**src/logic/urad_regs.svh**
```systemverilog
/*
  Offsets, field positions, write masks and timing counts of the serial
  receiver with address detection. Assumes byte addresses on AXI4-Lite.
*/
`ifndef URAD_REGS_SVH
`define URAD_REGS_SVH
`define URAD_OFF_RSC    8'h00
`define URAD_OFF_RDATA  8'h04
`define URAD_OFF_TSC    8'h08
`define URAD_OFF_BCTL   8'h0c
`define URAD_OFF_DIVL   8'h10
`define URAD_OFF_DIVH   8'h14
`define URAD_OFF_INTCTL 8'h18
`define URAD_RC_PEN  7
`define URAD_RC_NINE 6
`define URAD_RC_REN  4
`define URAD_RC_AEN  3
`define URAD_TX_SYNC   4
`define URAD_TX_TRMT   1
`define URAD_BC_IDLE   6
`define URAD_BC_WIDE   3
`define URAD_RSC_WMASK  8'hf8
`define URAD_TSC_WMASK  8'hfd
`define URAD_BCTL_WMASK 8'h1b
`define URAD_RESP_OKAY   2'h0
`define URAD_RESP_SLVERR 2'h2
`define URAD_FIFO_DEPTH  2'h2
`define URAD_T_VOTE_A    4'h7
`define URAD_T_VOTE_B    4'h8
`define URAD_T_VOTE_C    4'h9
`define URAD_T_HALF      4'h8
`define URAD_T_LAST      4'hf
`define URAD_LAST_BIT9   4'h8
`define URAD_LAST_BIT8   4'h7
`endif

```
**src/logic/urad_pkg.sv**
```systemverilog
/*
  Types of the serial receiver: bus carriers, buffer entry, receiver
  states and the whole state record. Assumes nothing of its surroundings.
*/
package urad_pkg;
  typedef enum logic [1:0] {
    URAD_IDLE  = 2'b00,
    URAD_START = 2'b01,
    URAD_DATA  = 2'b10,
    URAD_STOP  = 2'b11
  } urad_state_type;

  typedef struct packed {
    logic       frame_err;
    logic [8:0] data;
  } urad_entry_type;

  typedef struct packed {
    logic        awvalid;
    logic [7:0]  awaddr;
    logic        wvalid;
    logic [31:0] wdata;
    logic [3:0]  wstrb;
    logic        bready;
    logic        arvalid;
    logic [7:0]  araddr;
    logic        rready;
  } urad_axi_req_type;

  typedef struct packed {
    logic        awready;
    logic        wready;
    logic        bvalid;
    logic [1:0]  bresp;
    logic        arready;
    logic        rvalid;
    logic [31:0] rdata;
    logic [1:0]  rresp;
  } urad_axi_rsp_type;

  typedef struct packed {
    urad_axi_rsp_type      axi;
    logic                  aw_have;
    logic                  w_have;
    logic [7:0]            waddr;
    logic [7:0]            wbyte;
    logic                  wen0;
    logic [7:0]            rsc;
    logic [7:0]            tsc;
    logic [7:0]            bctl;
    logic [15:0]           divisor;
    logic                  rx_ie;
    logic [15:0]           brg_cnt;
    logic                  tick;
    urad_state_type        rx_state;
    logic [3:0]            tcnt;
    logic [3:0]            bit_idx;
    logic [1:0]            votes;
    logic [8:0]            shift;
    logic                  rx_prev;
    urad_entry_type [1:0]  fifo;
    logic                  rd_ptr;
    logic [1:0]            count;
    logic                  overrun;
    logic                  rx_ready;
    logic                  irq;
  } urad_regs_type;
endpackage : urad_pkg

```
**src/logic/urad_receiver.sv**
```systemverilog
/*
  Asynchronous serial receiver back end with a two-character buffer,
  overrun stall, nine-bit characters and address filtering, reached over
  AXI4-Lite. Assumes the line input is already synchronous to core_clk.
*/
`timescale 1ns/10ps
`default_nettype none
`include "urad_regs.svh"
module urad_receiver
  import urad_pkg::*;
(
  input  wire logic             core_clk,
  input  wire logic             reset,
  input  wire urad_axi_req_type axi_req,
  output var  urad_axi_rsp_type axi_rsp,
  input  wire logic             rx_line,
  output var  logic             rx_irq
);

  urad_regs_type  st_reg;
  urad_regs_type  st_next;
  logic           en;
  logic           push;
  logic           pop;
  logic           done;
  logic           ovf;
  logic           vote;
  logic           ninth;
  logic           wr_idx;
  logic [15:0]    div_eff;
  logic [3:0]     last_bit;
  logic [7:0]     rbyte;
  urad_entry_type top;
  urad_entry_type entry;

  // Majority of three samples taken around the bit centre.
  function automatic logic vote3(input logic [2:0] s);
    vote3 = (s[0] & s[1]) | (s[0] & s[2]) | (s[1] & s[2]);
  endfunction : vote3

  // Address decode shared by the read and the write path.
  function automatic logic mapped(input logic [7:0] a);
    mapped = (a == `URAD_OFF_RSC) || (a == `URAD_OFF_RDATA) ||
             (a == `URAD_OFF_TSC) || (a == `URAD_OFF_BCTL) ||
             (a == `URAD_OFF_DIVL) || (a == `URAD_OFF_DIVH) ||
             (a == `URAD_OFF_INTCTL);
  endfunction : mapped

  assign axi_rsp = st_reg.axi;
  assign rx_irq  = st_reg.irq;

  // Next state of the whole block: bus slave, baud tick, sampler, buffer.
  always_comb begin
    st_next = st_reg;
    push    = 1'b0;
    pop     = 1'b0;
    done    = 1'b0;
    ovf     = 1'b0;
    vote    = 1'b0;
    rbyte   = 8'h00;
    en      = st_reg.rsc[`URAD_RC_PEN] & st_reg.rsc[`URAD_RC_REN] &
              ~st_reg.tsc[`URAD_TX_SYNC];
    div_eff = st_reg.bctl[`URAD_BC_WIDE] ? st_reg.divisor :
              {8'h00, st_reg.divisor[7:0]};
    last_bit = st_reg.rsc[`URAD_RC_NINE] ? `URAD_LAST_BIT9 :
               `URAD_LAST_BIT8;
    top     = st_reg.fifo[st_reg.rd_ptr];
    ninth   = st_reg.rsc[`URAD_RC_NINE] & st_reg.shift[8];
    entry   = '0;
    wr_idx  = st_reg.rd_ptr ^ st_reg.count[0];

    // Write channels are taken independently; the write acts once both are in.
    if (axi_req.awvalid && st_reg.axi.awready) begin
      st_next.aw_have = 1'b1;
      st_next.waddr   = axi_req.awaddr;
    end
    if (axi_req.wvalid && st_reg.axi.wready) begin
      st_next.w_have = 1'b1;
      st_next.wbyte  = axi_req.wdata[7:0];
      st_next.wen0   = axi_req.wstrb[0];
    end
    if (st_reg.axi.bvalid && axi_req.bready) begin
      st_next.axi.bvalid = 1'b0;
    end
    if (st_reg.aw_have && st_reg.w_have && !st_reg.axi.bvalid) begin
      st_next.aw_have    = 1'b0;
      st_next.w_have     = 1'b0;
      st_next.axi.bvalid = 1'b1;
      st_next.axi.bresp  = mapped(st_reg.waddr) ? `URAD_RESP_OKAY :
                           `URAD_RESP_SLVERR;
      if (st_reg.wen0) begin
        case (st_reg.waddr)
          `URAD_OFF_RSC: begin
            st_next.rsc = st_reg.wbyte & `URAD_RSC_WMASK;
          end
          `URAD_OFF_TSC: begin
            st_next.tsc = st_reg.wbyte & `URAD_TSC_WMASK;
          end
          `URAD_OFF_BCTL: begin
            st_next.bctl = st_reg.wbyte & `URAD_BCTL_WMASK;
          end
          `URAD_OFF_DIVL: begin
            st_next.divisor[7:0] = st_reg.wbyte;
          end
          `URAD_OFF_DIVH: begin
            st_next.divisor[15:8] = st_reg.wbyte;
          end
          `URAD_OFF_INTCTL: begin
            st_next.rx_ie = st_reg.wbyte[0];
          end
          default: begin
          end
        endcase
      end
    end

    // Reads answer from live state; a data read advances the buffer.
    if (st_reg.axi.rvalid && axi_req.rready) begin
      st_next.axi.rvalid = 1'b0;
    end
    if (axi_req.arvalid && st_reg.axi.arready) begin
      case (axi_req.araddr)
        `URAD_OFF_RSC: begin
          rbyte = {st_reg.rsc[7:3], top.frame_err & (st_reg.count != 2'h0),
                   st_reg.overrun,
                   top.data[8] & (st_reg.count != 2'h0)};
        end
        `URAD_OFF_RDATA: begin
          rbyte = top.data[7:0];
          pop   = (st_reg.count != 2'h0);
        end
        `URAD_OFF_TSC: begin
          rbyte = st_reg.tsc | (8'h01 << `URAD_TX_TRMT);
        end
        `URAD_OFF_BCTL: begin
          rbyte = st_reg.bctl |
                  ({7'h00, st_reg.rx_state == URAD_IDLE} << `URAD_BC_IDLE);
        end
        `URAD_OFF_DIVL: begin
          rbyte = st_reg.divisor[7:0];
        end
        `URAD_OFF_DIVH: begin
          rbyte = st_reg.divisor[15:8];
        end
        `URAD_OFF_INTCTL: begin
          rbyte = {6'h00, st_reg.rx_ready, st_reg.rx_ie};
        end
        default: begin
          rbyte = 8'h00;
        end
      endcase
      st_next.axi.rvalid = 1'b1;
      st_next.axi.rdata  = {24'h000000, rbyte};
      st_next.axi.rresp  = mapped(axi_req.araddr) ? `URAD_RESP_OKAY :
                           `URAD_RESP_SLVERR;
    end

    // Divisor counter gives one sample tick every div_eff plus one cycles: the low byte alone, or all sixteen bits when wide.
    st_next.tick = 1'b0;
    if (!en) begin
      st_next.brg_cnt = 16'h0000;
    end else if (st_reg.brg_cnt == 16'h0000) begin
      st_next.brg_cnt = div_eff;
      st_next.tick    = 1'b1;
    end else begin
      st_next.brg_cnt = st_reg.brg_cnt - 16'h0001;
    end

    // Sampler: sixteen ticks per bit, votes at ticks seven to nine.
    st_next.rx_prev = rx_line;
    case (st_reg.rx_state)
      URAD_IDLE: begin
        if (en && st_reg.rx_prev && !rx_line) begin
          st_next.rx_state = URAD_START;
          st_next.tcnt     = 4'h0;
        end
      end
      URAD_START: begin
        if (st_reg.tick) begin
          st_next.tcnt = st_reg.tcnt + 4'h1;
          if (st_reg.tcnt == `URAD_T_HALF && rx_line) begin
            st_next.rx_state = URAD_IDLE;
          end else if (st_reg.tcnt == `URAD_T_LAST) begin
            st_next.rx_state = URAD_DATA;
            st_next.bit_idx  = 4'h0;
          end
        end
      end
      URAD_DATA, URAD_STOP: begin
        if (st_reg.tick) begin
          st_next.tcnt = st_reg.tcnt + 4'h1;
          vote = vote3({st_reg.votes, rx_line});
          if (st_reg.tcnt == `URAD_T_VOTE_A ||
              st_reg.tcnt == `URAD_T_VOTE_B) begin
            st_next.votes = {st_reg.votes[0], rx_line};
          end
          if (st_reg.rx_state == URAD_STOP) begin
            if (st_reg.tcnt == `URAD_T_VOTE_C) begin
              done             = 1'b1;
              st_next.rx_state = URAD_IDLE;
            end
          end else begin
            if (st_reg.tcnt == `URAD_T_VOTE_C) begin
              st_next.shift[st_reg.bit_idx] = vote;
            end
            if (st_reg.tcnt == `URAD_T_LAST) begin
              if (st_reg.bit_idx == last_bit) begin
                st_next.rx_state = URAD_STOP;
              end else begin
                st_next.bit_idx = st_reg.bit_idx + 4'h1;
              end
            end
          end
        end
      end
      default: begin
        st_next.rx_state = URAD_IDLE;
      end
    endcase
    if (!en) begin
      st_next.rx_state = URAD_IDLE;
    end

    // Clears act first so that an overrun found in the same cycle survives.
    if (!st_next.rsc[`URAD_RC_REN]) begin
      st_next.overrun = 1'b0;
    end
    if (!st_next.rsc[`URAD_RC_PEN]) begin
      st_next.overrun = 1'b0;
      st_next.count  = 2'h0;
      st_next.rd_ptr = 1'b0;
      pop            = 1'b0;
    end

    // A finished character is dropped, flagged as overrun or stored.
    entry = '{frame_err: ~vote, data: {ninth, st_reg.shift[7:0]}};
    if (done && st_next.rsc[`URAD_RC_PEN]) begin
      if (st_reg.overrun) begin
        push = 1'b0;
      end else if (st_reg.rsc[`URAD_RC_AEN] && !ninth) begin
        push = 1'b0;
      end else if (st_reg.count == `URAD_FIFO_DEPTH && !pop) begin
        ovf             = 1'b1;
        st_next.overrun = 1'b1;
      end else begin
        push = 1'b1;
      end
    end
    if (push) begin
      st_next.fifo[wr_idx] = entry;
    end
    if (pop) begin
      st_next.rd_ptr = ~st_reg.rd_ptr;
    end
    if (st_next.rsc[`URAD_RC_PEN]) begin
      st_next.count = st_reg.count + {1'b0, push} - {1'b0, pop};
    end

    // Ready flag follows the buffer; the request is gated by its enable.
    st_next.rx_ready = (st_next.count != 2'h0) &&
                       st_next.rsc[`URAD_RC_PEN];
    st_next.irq      = st_next.rx_ready & st_next.rx_ie;

    // One write and one read at a time: readiness drops while busy.
    st_next.axi.awready = ~st_next.aw_have & ~st_next.axi.bvalid;
    st_next.axi.wready  = ~st_next.w_have & ~st_next.axi.bvalid;
    st_next.axi.arready = ~st_next.axi.rvalid;
  end

  // All state is registered here; the record resets to zero.
  always_ff @(posedge core_clk) begin
    if (reset) begin
      st_reg <= '0;
    end else begin
      st_reg <= st_next;
    end
  end
endmodule : urad_receiver
`default_nettype wire

```
**config.mk**
```make
export PLATFORM = sky130hd
export DESIGN_NAME = urad_receiver
export DESIGN_NICKNAME = d
export VERILOG_FILES = /design/src/logic/urad_pkg.sv /design/src/logic/urad_receiver.sv
export VERILOG_INCLUDE_DIRS = /design/src /design/src/logic
export SDC_FILE = /design/constraint.sdc
export NUM_CORES = 1
export LEC_CHECK = 0
export BUFFER_PORTS_ARGS = -buffer_cell sky130_fd_sc_hd__buf_2
export CORE_MARGIN = 2
export CORE_UTILIZATION = 30
export DETAILED_ROUTE_END_ITERATION = 7
export GPL_ROUTABILITY_DRIVEN = 0
export PLACE_DENSITY = 0.48
export SYNTH_ARGS = -nofsm -noshare
export SYNTH_HDL_FRONTEND = slang
export SYNTH_SLANG_ARGS = --single-unit
```
**constraint.sdc**
```tcl
create_clock -name core_clk -period 9.6 [get_ports core_clk]
set_clock_uncertainty 0.1 [all_clocks]
set_input_delay 0 -clock core_clk [delete_from_list [all_inputs] [get_ports core_clk]]
set_output_delay 0 -clock core_clk [all_outputs]
set_load 0.02 [all_outputs]
```
==> results.md, run 1 <==
* Iter 0 DRT Violations at roughly 350
* Multi-input gate area at 0.00354 mm²
* WL per Instance at between 10 and 15 µm
* Leak Pwr at about 3.0 nW
* Hold buffer count at CTS at 31
* Ys Warns at 0
* Clk slew on worst S/H paths at 0.06 ns
* Worst slew pin tran at between 1 and 1.5 ns
* Post-synth EDFFs at 0
* RR Endpoint: rx_irq
* Area leader, netlist: dfxtp_1
* Period utilization at 0.345
* Crit start category: flip-flop
* Syn Inst Count at between 700 and 800
* VDD IR max at roughly 0.12 mV
* Synth Area per Inst at 8.73 µm²
* Clock Sinks at 132
* Detail Route Antenna Nets at 0
* FF-to-FF setup slack at ~6.3 ns
* Placed Area at 0.00685 mm²
* Max Fclk at 302 MHz
* First-pass GRT wire length at between 20,000 and 30,000 µm
* Fin. max-slew vios at 0
* Initial antenna violation count at 0
* TritonCTS clock tree: built
* CP arrival at between 3 and 4 ns
* Tmin final at between 3 and 4 ns
* Initial Utilization at 0.304
* Crit Path Category: reg -> reg
* Count of input and output buffers at 48
* CTS resizes at 0
* Relative slew slack at 0.226
* Max reg flops at approximately 110
* Area growth from synthesis to final layout at 16.8%
* Hold endpoint: st_reg[106]
* Vias in the first global route at 4,971
* Hold Path Stages at 4
* RSZ-0062 raised after global routing: no
* FF-to-FF path depth at 12
* WP data required at 9.76 ns
* Reg-to-Reg Start: st_reg[115]
* Layout cell share with drive strength beyond 1 at 0.120
* DRT Wirelength at between 15,000 and 20,000 µm
* Ant. Diodes at 0
* H-tree Lvls at 4
* Root buf cell: clkbuf_16
* Failing checks: hold timing
* CP Capture Type: flip-flop
* Run status: finished with violations
* Max FO, Critical Path at 5
* Post-Syn Area at roughly 0.0066 mm²
* DIE WIDTH at about 150 µm
* Ys async rst share at 0
* Skew-Pair Late Insertion Delay at ~0.42 ns
* # rows at 54
* Die ar. at roughly 0.023 mm²
* Count of final hold-check violations at 1
* Maxcap violations at 0
* # fillers at around 2,300
* Num ports at 102
* Post-route DRC at 0
* Grt ovf at 0
* Largest net degree at the start of global routing at 88
* DIE HEIGHT at 152 µm
* Endpoints failing setup at 0
* #FFs+latches synth at 132
* Vias at roughly 5,200
* Hold slack at -0.00112 ns
* Register Area at roughly 0.0026 mm²
* Hold_sp: axi_req[47]
* GRT Overall Usage at 0.142
* Post-synthesis cell type count at 68
* Hold crit path type: in -> reg
* HPWL Detailed at ~12,000 µm
* Clk buf depth at 2
* Post-synth top flop: dfxtp_1
* Via density at 4.80
* Post-CTS setup buffer count at 0
* Cts bufs inserted at 17
* Core ar. at about 0.022 mm²
* First drt pass iteration count at 4
* Ranking of synthesized cells by area: dfxtp_1 40%, mux2i_1 12%, nor2_1 4.9%
* Cell Pwr Density at roughly 160 mW/mm²
* Sequential area share after synthesis at 0.400
* Share of the synthesized area in the top cell type at 0.400
* Nets at between 800 and 900
* Final Cell Area at a little under 0.008 mm²
* Setup_tns at 0 ns
layout by cell type, fill, tap and decap left out, types with 6 or more instances in the layout:
| cell type | Yosys | layout |
|---|---|---|
| buf_2 | 1 | 47 |
| nand3b_1 | 7 | 7 |
| inv_1 | 11 | 11 |
| a21oi_1 | 40 | 40 |
| nor2b_1 | 9 | 9 |
| nor3_1 | 18 | 18 |
| xor2_1 | 9 | 9 |
| dfxtp_1 | 132 | 132 |
| nand4b_1 | 6 | 6 |
| nand2_1 | 72 | 72 |
| nand2b_1 | 34 | 34 |
| conb_1 | 1 | 26 |
| mux2i_1 | 76 | 76 |
| clkinv_2 | 0 | 6 |
| xnor2_1 | 10 | 10 |
| nor2_1 | 86 | 86 |
| nor4_1 | 9 | 9 |
| nand4_1 | 9 | 9 |
| clkbuf_16 | 0 | 17 |
| o21ai_0 | 19 | 19 |
| a211oi_1 | 14 | 14 |
| dlygate4sd3_1 | 0 | 31 |
| nand3_1 | 17 | 17 |
| ha_1 | 11 | 11 |
stage by stage:
stage          utilization  total power, mW  std cells  hold WS, ns  worst slack (ns)
6_report             0.355             1.24       1094     -0.00112              6.29
5_1_grt              0.355             1.29       1094       0.0482              6.12
4_1_cts              0.355             1.26       1094      0.00137              6.28
3_5_place_dp         0.316            0.637       1031        0.147              6.32
3_3_place_gp         0.316            0.637       1031        0.147              6.31
2_1_floorplan            -            0.628        781       0.0282              6.40
metal layers:
layer,up-vias,share of wire,global-route usage
li1,2681,-,-
met1,2448,0.52,0.203
met2,105,0.43,0.212
met3,15,0.042,0.0333
met4,0,0.012,0.0436
met5,-,0,0
worst max-delay path, stage by stage (launching register included):
cell and delay, ns:
dfxtp_1 0.31, or4_4 0.55, or3_4 0.38, nor2_2 0.29
mux2i_1 0.15, nor4_1 0.27, ha_1 0.29, inv_1 0.05
ha_1 0.14, xor2_1 0.19, xnor2_1 0.16, nor2b_1 0.21
nor4_1 0.07
cell families (layout without fill, tap and decap cells):
| logic type | Yosys count | count (layout) | synth area share |
|---|---|---|---|
| adder cells (fa/ha/maj) | 12 | 12 | 0.0224 |
| XOR/XNOR | 19 | 19 | 0.0252 |
| multiplexers | 81 | 81 | 0.124 |
| AO/OA/AOI/OAI | 116 | 116 | 0.115 |
| AND/OR/NAND/NOR | 302 | 302 | 0.236 |
| buffers and inverters | 93 | 126 | 0.0770 |
| flip-flops | 132 | 132 | 0.400 |
| other | 1 | 26 | 0.000568 |
synth_stat cells, drive strengths merged (4+ instances only):
cell type / n
xnor2: 10
o21ai: 20
nor2: 87
nand4: 9
nor2b: 9
o2bb2ai: 4
mux2: 5
dfxtp: 132
or3: 5
nand3: 17
xor2: 9
nand3b: 7
a211oi: 14
clkbuf: 36
nand2b: 34
nand2: 72
and3: 4
inv: 11
a32oi: 4
nor3: 19
ha: 11
nor4: 10
a21oi: 40
mux2i: 76
and2: 5
or4: 4
buf: 46
nand4b: 6
where the power goes:
| part | switching [mW] | total [mW] | internal (mW) |
|---|---|---|---|
| clock network | 0.241 | 0.607 | 0.367 |
| registers | 0.00754 | 0.562 | 0.555 |
| logic | 0.0445 | 0.0721 | 0.0276 |
| total | 0.293 | 1.24 | 0.949 |
area by class of cell:
class,instances,area share
Inverter,11,0.00536
Clock inverter,10,0.0107
Timing Repair Buffer,83,0.0756
Sequential cell,132,0.343
Multi-Input combinational cell,556,0.460
Clock buffer,22,0.0602
Tap cell,280,0.0455
how the worst max path moves through the flow:
stage / startpoint / endpoint / cells past startpoint
3_3_place_gp: st_reg[115] / rx_irq / 12
5_1_grt: st_reg[115] / rx_irq / 12
6_report: st_reg[115] / rx_irq / 12
3_5_place_dp: st_reg[115] / rx_irq / 12
4_1_cts: st_reg[115] / rx_irq / 12
2_1_floorplan: st_reg[115] / rx_irq / 12
No activity file was read; power rests on OpenSTA's default activity.
==> run 2, diff against run 1 <==
- PLACE_DENSITY: 0.48 -> 0.49
- clock period: 9.6 -> 2.8 ns (I/O delays scaled with it)
==> run 2 against run 1 <==
  * The flow finishes with violations (setup timing)
  * Register-to-register slack worse by 6.5 ns
  * Global-route usage increased by 0.82 points
  * Count of clock-buffer cells in the layout is 4 lower
  * Clock power rose to 3.8 times the previous value
  * Cell count grew 4.2%
  * First-iteration DRC count fell by 3.7%
  * Die area is the same
  * Sequential cell count unchanged
  * Via count is 3.4% higher
  * Routed wire length rose by 4.4%
  * Utilization is 2.2 points higher
  * Combinational power grew to 4.0 times the previous value
  * Critical path type unchanged
  * Critical endpoint is now st_reg[1]
==> results.md, run 2 (synthesis results as in run 1) <==
* Post-route DRC at 0 (unchanged)
* FF-to-FF setup slack at -0.22 ns (-6.51 ns)
* Cell Pwr Density at 549 mW/mm² (+240%)
* Max FO, Critical Path at 2 (-3)
* DIE HEIGHT at 152 µm (unchanged)
* Cts bufs inserted at 17 (unchanged)
* Worst slew pin tran at 0.687 ns (-0.458 ns)
* H-tree Lvls at 4 (unchanged)
* Relative slew slack at 0.541 (+0.315)
* Most common cell after layout, fill and taps aside: dfxtp_1
* Count of final hold-check violations at 0 (-1)
* Tmin final at 3.02 ns (-0.293 ns)
* Fin. max-slew vios at 0 (unchanged)
* Hold slack at 0.0565 ns (+0.0576 ns)
* WL per Instance at 15.0 µm (+0.20%)
* Pre-CTS setup slack at -0.138 ns (-6.46 ns)
* Core ar. at 0.0217 mm² (unchanged)
* Clock Sinks at 132 (unchanged)
* Vias in the first global route at 5,221 (+5.0%)
* DRT Wirelength at 17,100 µm (+4.4%)
* Initial Utilization at 0.304 (unchanged)
* Initial antenna violation count at 0 (unchanged)
* Hold crit path type: in -> reg
* Ant. Diodes at 0 (unchanged)
* Placed cell count at 1,063 (+3.1%)
* Max Fclk at 331 MHz (+9.7%)
* Clk slew on worst S/H paths at 0.06 ns (about the same)
* Most frequent cells in the layout: 131 x dfxtp_1, 86 x nor2_1, 75 x mux2i_1, 72 x nand2_1, 47 x buf_2
* Setup WS post-layout at -0.221 ns (-6.51 ns)
* Skew-Pair Late Insertion Delay at 0.42 ns (about the same)
* Endpoints failing setup at 3 (+3)
* Max stage delay on crit path at 0.53 ns (-0.02 ns)
* Count of input and output buffers at 48 (unchanged)
* # fillers at 2,262 (-0.18%)
* Leak Pwr at 3.30 nW (+9.1%)
* RSZ-0062 raised after global routing: yes
* VDD IR max at 0.361 mV (+210%)
* Crit start category: flip-flop
* Nets at 918 (+5.3%)
* Slowest CP cell: or4_4
* Worst path cell trace: or4_4 -> or3_4 -> nor2_4 -> mux2i_4 -> nor4_2 -> ha_1 -> inv_1 -> ha_2 -> xor2_1 -> xnor2_1 -> nor2b_4 -> nor3_1
* Detail Route Antenna Nets at 0 (unchanged)
* Run status: finished with violations
* Maxcap violations at 0 (unchanged)
* First-pass GRT wire length at 27,800 µm (+5.8%)
* Clk buf depth at 2 (unchanged)
* # rows at 54 (unchanged)
* Area growth from synthesis to final layout at 23.9%
* Largest net degree at the start of global routing at 60 (-32%)
* Grt ovf at 0 (unchanged)
* CP Capture Type: flip-flop
* Period utilization at 1.08 (+0.734)
* DIE WIDTH at 152 µm (unchanged)
* Setup_tns at -0.574 ns (-0.574 ns)
* First drt pass iteration count at 4 (unchanged)
* CP arrival at 3.20 ns (-0.27 ns)
* Non-Filler Instances at 1,140 (+4.2%)
* Failing checks: setup timing
* Crit Path Category: reg -> reg
* WP data required at 2.98 ns (-6.78 ns)
* HPWL Detailed at 12,200 µm (+4.5%)
* Layout cell share with drive strength beyond 1 at 0.163 (+0.0424)
* Via density at 4.76 (-0.76%)
* Vias at 5,428 (+3.4%)
* TritonCTS clock tree: built
* Die ar. at 0.0232 mm² (unchanged)
* Num ports at 102 (unchanged)
* Root buf cell: clkbuf_16
* Iter 0 DRT Violations at 340 (-3.7%)
* GRT Overall Usage at 0.150 (+0.00822)
* Max reg flops at 108 (unchanged)
## run 2: final cells by class
type | count | area [µm²] | share of cell area
clock buffer | 18 | 439 | 0.0537
timing repair buffer | 129 | 961 | 0.117
clock inverter | 14 | 161 | 0.0197
multi-input combinational | 556 | 3580 | 0.438
tap | 280 | 350 | 0.0428
sequential | 132 | 2640 | 0.323
inverter | 11 | 41.3 | 0.00505
## run 2: report_power, final
group	switching (mW)	internal [mW]
Combinational	0.166	0.123
Clock	0.863	1.41
Sequential	0.0235	1.90
## run 2: timing repair
item                                    4_1_cts  5_1_grt
hold buffers                                 44        0
gates resized for setup                       1        4
cloned                                        0        0
buffers inserted                              1        0
endpoints found under the setup margin        2        4
hold endpoints to repair                     41        0
## run 2: final timing paths
| check | from | to | cells past startpoint |
|---|---|---|---|
| worst max-delay path | st_reg[115] | st_reg[1] | 12 |
| worst min-delay path | axi_req[7] | axi_rsp[6] | 4 |
| worst max register to register | st_reg[115] | st_reg[1] | 12 |
| worst min register to register | axi_rsp[6] | axi_rsp[6] | 2 |
## run 2: per-layer routing
metal  GRT usage  wire, µm  vias up
met3      0.0313       619       13
met5           0         0        -
li1            -         -     2772
met1       0.218      8940     2535
met2       0.222      7360      108
met4      0.0490       167        0
## run 2: metrics by stage
step                      utilization  instance area, µm²  power [mW]
after global routing            0.377                8180        4.65
after detailed placement        0.328                7110        2.21
after floorplan                     -                6710        2.15
after CTS                       0.376                8170        4.54
final                           0.377                8180        4.49
after global placement          0.328                7110        2.21
## run 2: critical path, delay by kind of cell, from the launching register on
kind | cells | cell delay [ns]
fa+ha+maj | 2 | 0.46
flops | 1 | 0.32
buf+inv | 1 | 0.06
xor+xnor | 2 | 0.36
simple gates | 6 | 1.32
mux | 1 | 0.26
==> run 3, diff against run 2 <==
- CTS_CLUSTER_DIAMETER: unset -> 40
- PLACE_DENSITY: 0.49 -> 0.6
==> run 3 against run 2 <==
  * Critical path type unchanged
  * Die area unchanged
  * Largest power group unchanged
  * Via count increased by 1.3%
  * Largest cell class unchanged
  * Critical endpoint is now rx_irq
  * The flow still finishes with violations (setup timing)
  * Non-clock buffer count increased by 1
==> results.md, run 3 (synthesis results as in run 1) <==
* Met2 usage at 0.210 (-0.0120)
* Setup_tns at -0.434 ns (+0.140 ns)
* Final core occ at 0.378 (+0.00110)
* HPWL Detailed at 11,600 µm (-4.8%)
* Ant. Diodes at 0 (unchanged)
* Relative slew slack at 0.589 (+0.0481)
* Final Cell Area at 0.00820 mm² (+0.29%)
* Met1 Resource Use GR at 0.207 (-0.0117)
* WP data required at 3.03 ns (+0.05 ns)
* Worst path cell trace: or4_4 -> or3_4 -> nor2_4 -> mux2i_4 -> nor4_2 -> ha_1 -> inv_1 -> ha_1 -> xor2_1 -> xnor2_1 -> nor2b_2 -> nor4_1
* Crit Path Category: reg -> reg
* Failing checks: setup timing
* DIE WIDTH at 152 µm (unchanged)
* Nets at 919 (+0.11%)
* Initial Utilization at 0.304 (unchanged)
* Count of input and output buffers at 48 (unchanged)
* Fin. max-slew vios at 0 (unchanged)
* CP Capture Type: flip-flop
* Tmin final at 2.97 ns (-0.0468 ns)
* Layout cell share with drive strength beyond 1 at 0.153 (-0.0103)
* Core ar. at 0.0217 mm² (unchanged)
* Cts bufs inserted at 17 (unchanged)
* Grt ovf at 0 (unchanged)
* Clock Sinks at 132 (unchanged)
* Die ar. at 0.0232 mm² (unchanged)
* Crit start category: flip-flop
* Count of final hold-check violations at 0 (unchanged)
* First drt pass iteration count at 5 (+1)
* Placed Area at 0.00710 mm² (-0.21%)
* Max Fclk at 336 MHz (+1.6%)
* Slowest CP cell: or4_4
* # rows at 54 (unchanged)
* Root buf cell: clkbuf_16
* VDD IR max at 0.404 mV (+12%)
* DIE HEIGHT at 152 µm (unchanged)
* Initial antenna violation count at 0 (unchanged)
* FF-to-FF setup slack at -0.17 ns (+0.05 ns)
* Post-route DRC at 0 (unchanged)
* TritonCTS clock tree: built
* Comb pwr share at 0.062 (-0.002)
* Hold Path Stages at 3 (-1)
* Most frequent cells in the layout: 132 x dfxtp_1, 86 x nor2_1, 75 x mux2i_1, 72 x nand2_1
* Detail Route Antenna Nets at 0 (unchanged)
* Hold endpoint: axi_rsp[40]
* First-pass GRT wire length at 26,700 µm (-4.2%)
* Vias at 5,499 (+1.3%)
* Cell Pwr Density at 559 mW/mm² (+1.8%)
* Clock power share at 0.518 (+0.011)
* Max reg flops at 108 (unchanged)
* H-tree Lvls at 4 (unchanged)
* Via density at 4.83 (+1.4%)
* Hold crit path type: in -> reg
* DRT Wirelength at 16,300 µm (-4.5%)
* FF-to-FF path depth at 12 (unchanged)
* Reg power frac at 0.420 (-0.009)
* Pre-CTS setup slack at -0.155 ns (-0.0166 ns)
* Clk slew on worst S/H paths at 0.06 ns (about the same)
* Area growth from synthesis to final layout at 24.3%
* Most used routing layer: met2
* Max stage delay on crit path at 0.53 ns (about the same)
* Sw Share at 0.220 (-0.0147)
* Run status: finished with violations
* Vias in the first global route at 5,110 (-2.1%)
* Setup WS post-layout at -0.174 ns (+0.0468 ns)
* Worst slew pin tran at 0.610 ns (-0.0768 ns)
* CP arrival at 3.20 ns (about the same)
* Hold_sp: axi_req[56]
* Sw Pwr at 1.01 mW (-4.3%)
* Int Pwr at 3.58 mW (+4.0%)
* Most common cell after layout, fill and taps aside: dfxtp_1
* Max FO, Critical Path at 2 (unchanged)
* Endpoints failing setup at 3 (unchanged)
* Clk buf depth at 2 (unchanged)
* Iter 0 DRT Violations at 371 (+9.1%)
* Largest net degree at the start of global routing at 44 (-27%)
* GRT Overall Usage at 0.142 (-0.00868)
* WL per Instance at 14.3 µm (-4.4%)
* Leak Pwr at 3.31 nW (+0.36%)
* Skew-Pair Late Insertion Delay at 0.42 ns (about the same)
* Maxcap violations at 0 (unchanged)
* RSZ-0062 raised after global routing: yes
* Reg-to-Reg Start: st_reg[115]
* Period utilization at 1.06 (-0.0167)
* Global routing usage on met3 at 0.0290 (-0.00228)
* Num ports at 102 (unchanged)
* RR Endpoint: rx_irq
* Worst path most repeated cell: ha_1
[run 3: changes by cell type in the layout (fill, tap and decap cells not counted), moves of 2 or more]
cell / previous run / this run
buf_4: 38 / 36
clkbuf_1: 0 / 2
clkbuf_8: 1 / 3
clkinv_2: 5 / 1
clkinvlp_4: 5 / 1
dlygate4sd3_1: 44 / 47
[run 3: critical path: cells and delay by family, from the launching register on]
kind,cells,cell delay (ns)
xor+xnor,2,0.28
fa+ha+maj,2,0.47
mux,1,0.27
simple gates,6,1.40
flops,1,0.31
buf+inv,1,0.04
[run 3: layout make-up]
| cell class | instances | area [µm²] |
|---|---|---|
| multi-input combinational | 556 | 3570 |
| tap | 280 | 350 |
| timing repair buffer | 130 | 976 |
| clock inverter | 8 | 150 |
| clock buffer | 22 | 474 |
| sequential | 132 | 2640 |
| fill | 2198 | 13500 |
| inverter | 11 | 41.3 |
[run 3: layer usage]
metal | wire length [µm] | share of wire | up-vias
li1 | - | - | 2781
met1 | 8400 | 0.51 | 2591
met2 | 7060 | 0.43 | 115
met3 | 689 | 0.042 | 12
met4 | 179 | 0.011 | 0
met5 | 0 | 0 | -
[run 3: worst max-delay path by stage]
stage	start	endpoint	slack, ns	depth (start not counted)
after floorplan	st_reg[115]	rx_irq	-0.18	12
after global placement	st_reg[115]	rx_irq	-0.11	12
after detailed placement	st_reg[115]	rx_irq	-0.15	12
after CTS	st_reg[115]	rx_irq	-0.17	12
after global routing	st_reg[115]	st_reg[1]	-0.34	12
final	st_reg[115]	rx_irq	-0.17	12
[run 3: power by group through the flow]
| stage | combinational, mW | clock, mW | sequential, mW |
|---|---|---|---|
| CTS | 0.283 | 2.41 | 1.93 |
| detailed placement | 0.236 | 0 | 1.97 |
| global route | 0.311 | 2.52 | 1.93 |
| finish | 0.284 | 2.37 | 1.93 |
| global placement | 0.235 | 0 | 1.97 |
| floorplan | 0.198 | 0 | 1.96 |
[run 3: what timing repair did]
item	4_1_cts	5_1_grt
setup endpoints to repair	2	3
setup buffers	1	0
hold buffers	47	0
hold endpoints to repair	53	0
resized for setup	1	0
[run 3: through the flow]
stage / instances / power (mW) / hold slack, ns
6_report: 1139 / 4.58 / 0.0100
5_1_grt: 1139 / 4.76 / 0.0383
4_1_cts: 1139 / 4.62 / 0.00435
3_5_place_dp: 1061 / 2.20 / 0.147
3_3_place_gp: 1061 / 2.20 / 0.148
2_1_floorplan: 781 / 2.15 / 0.0282
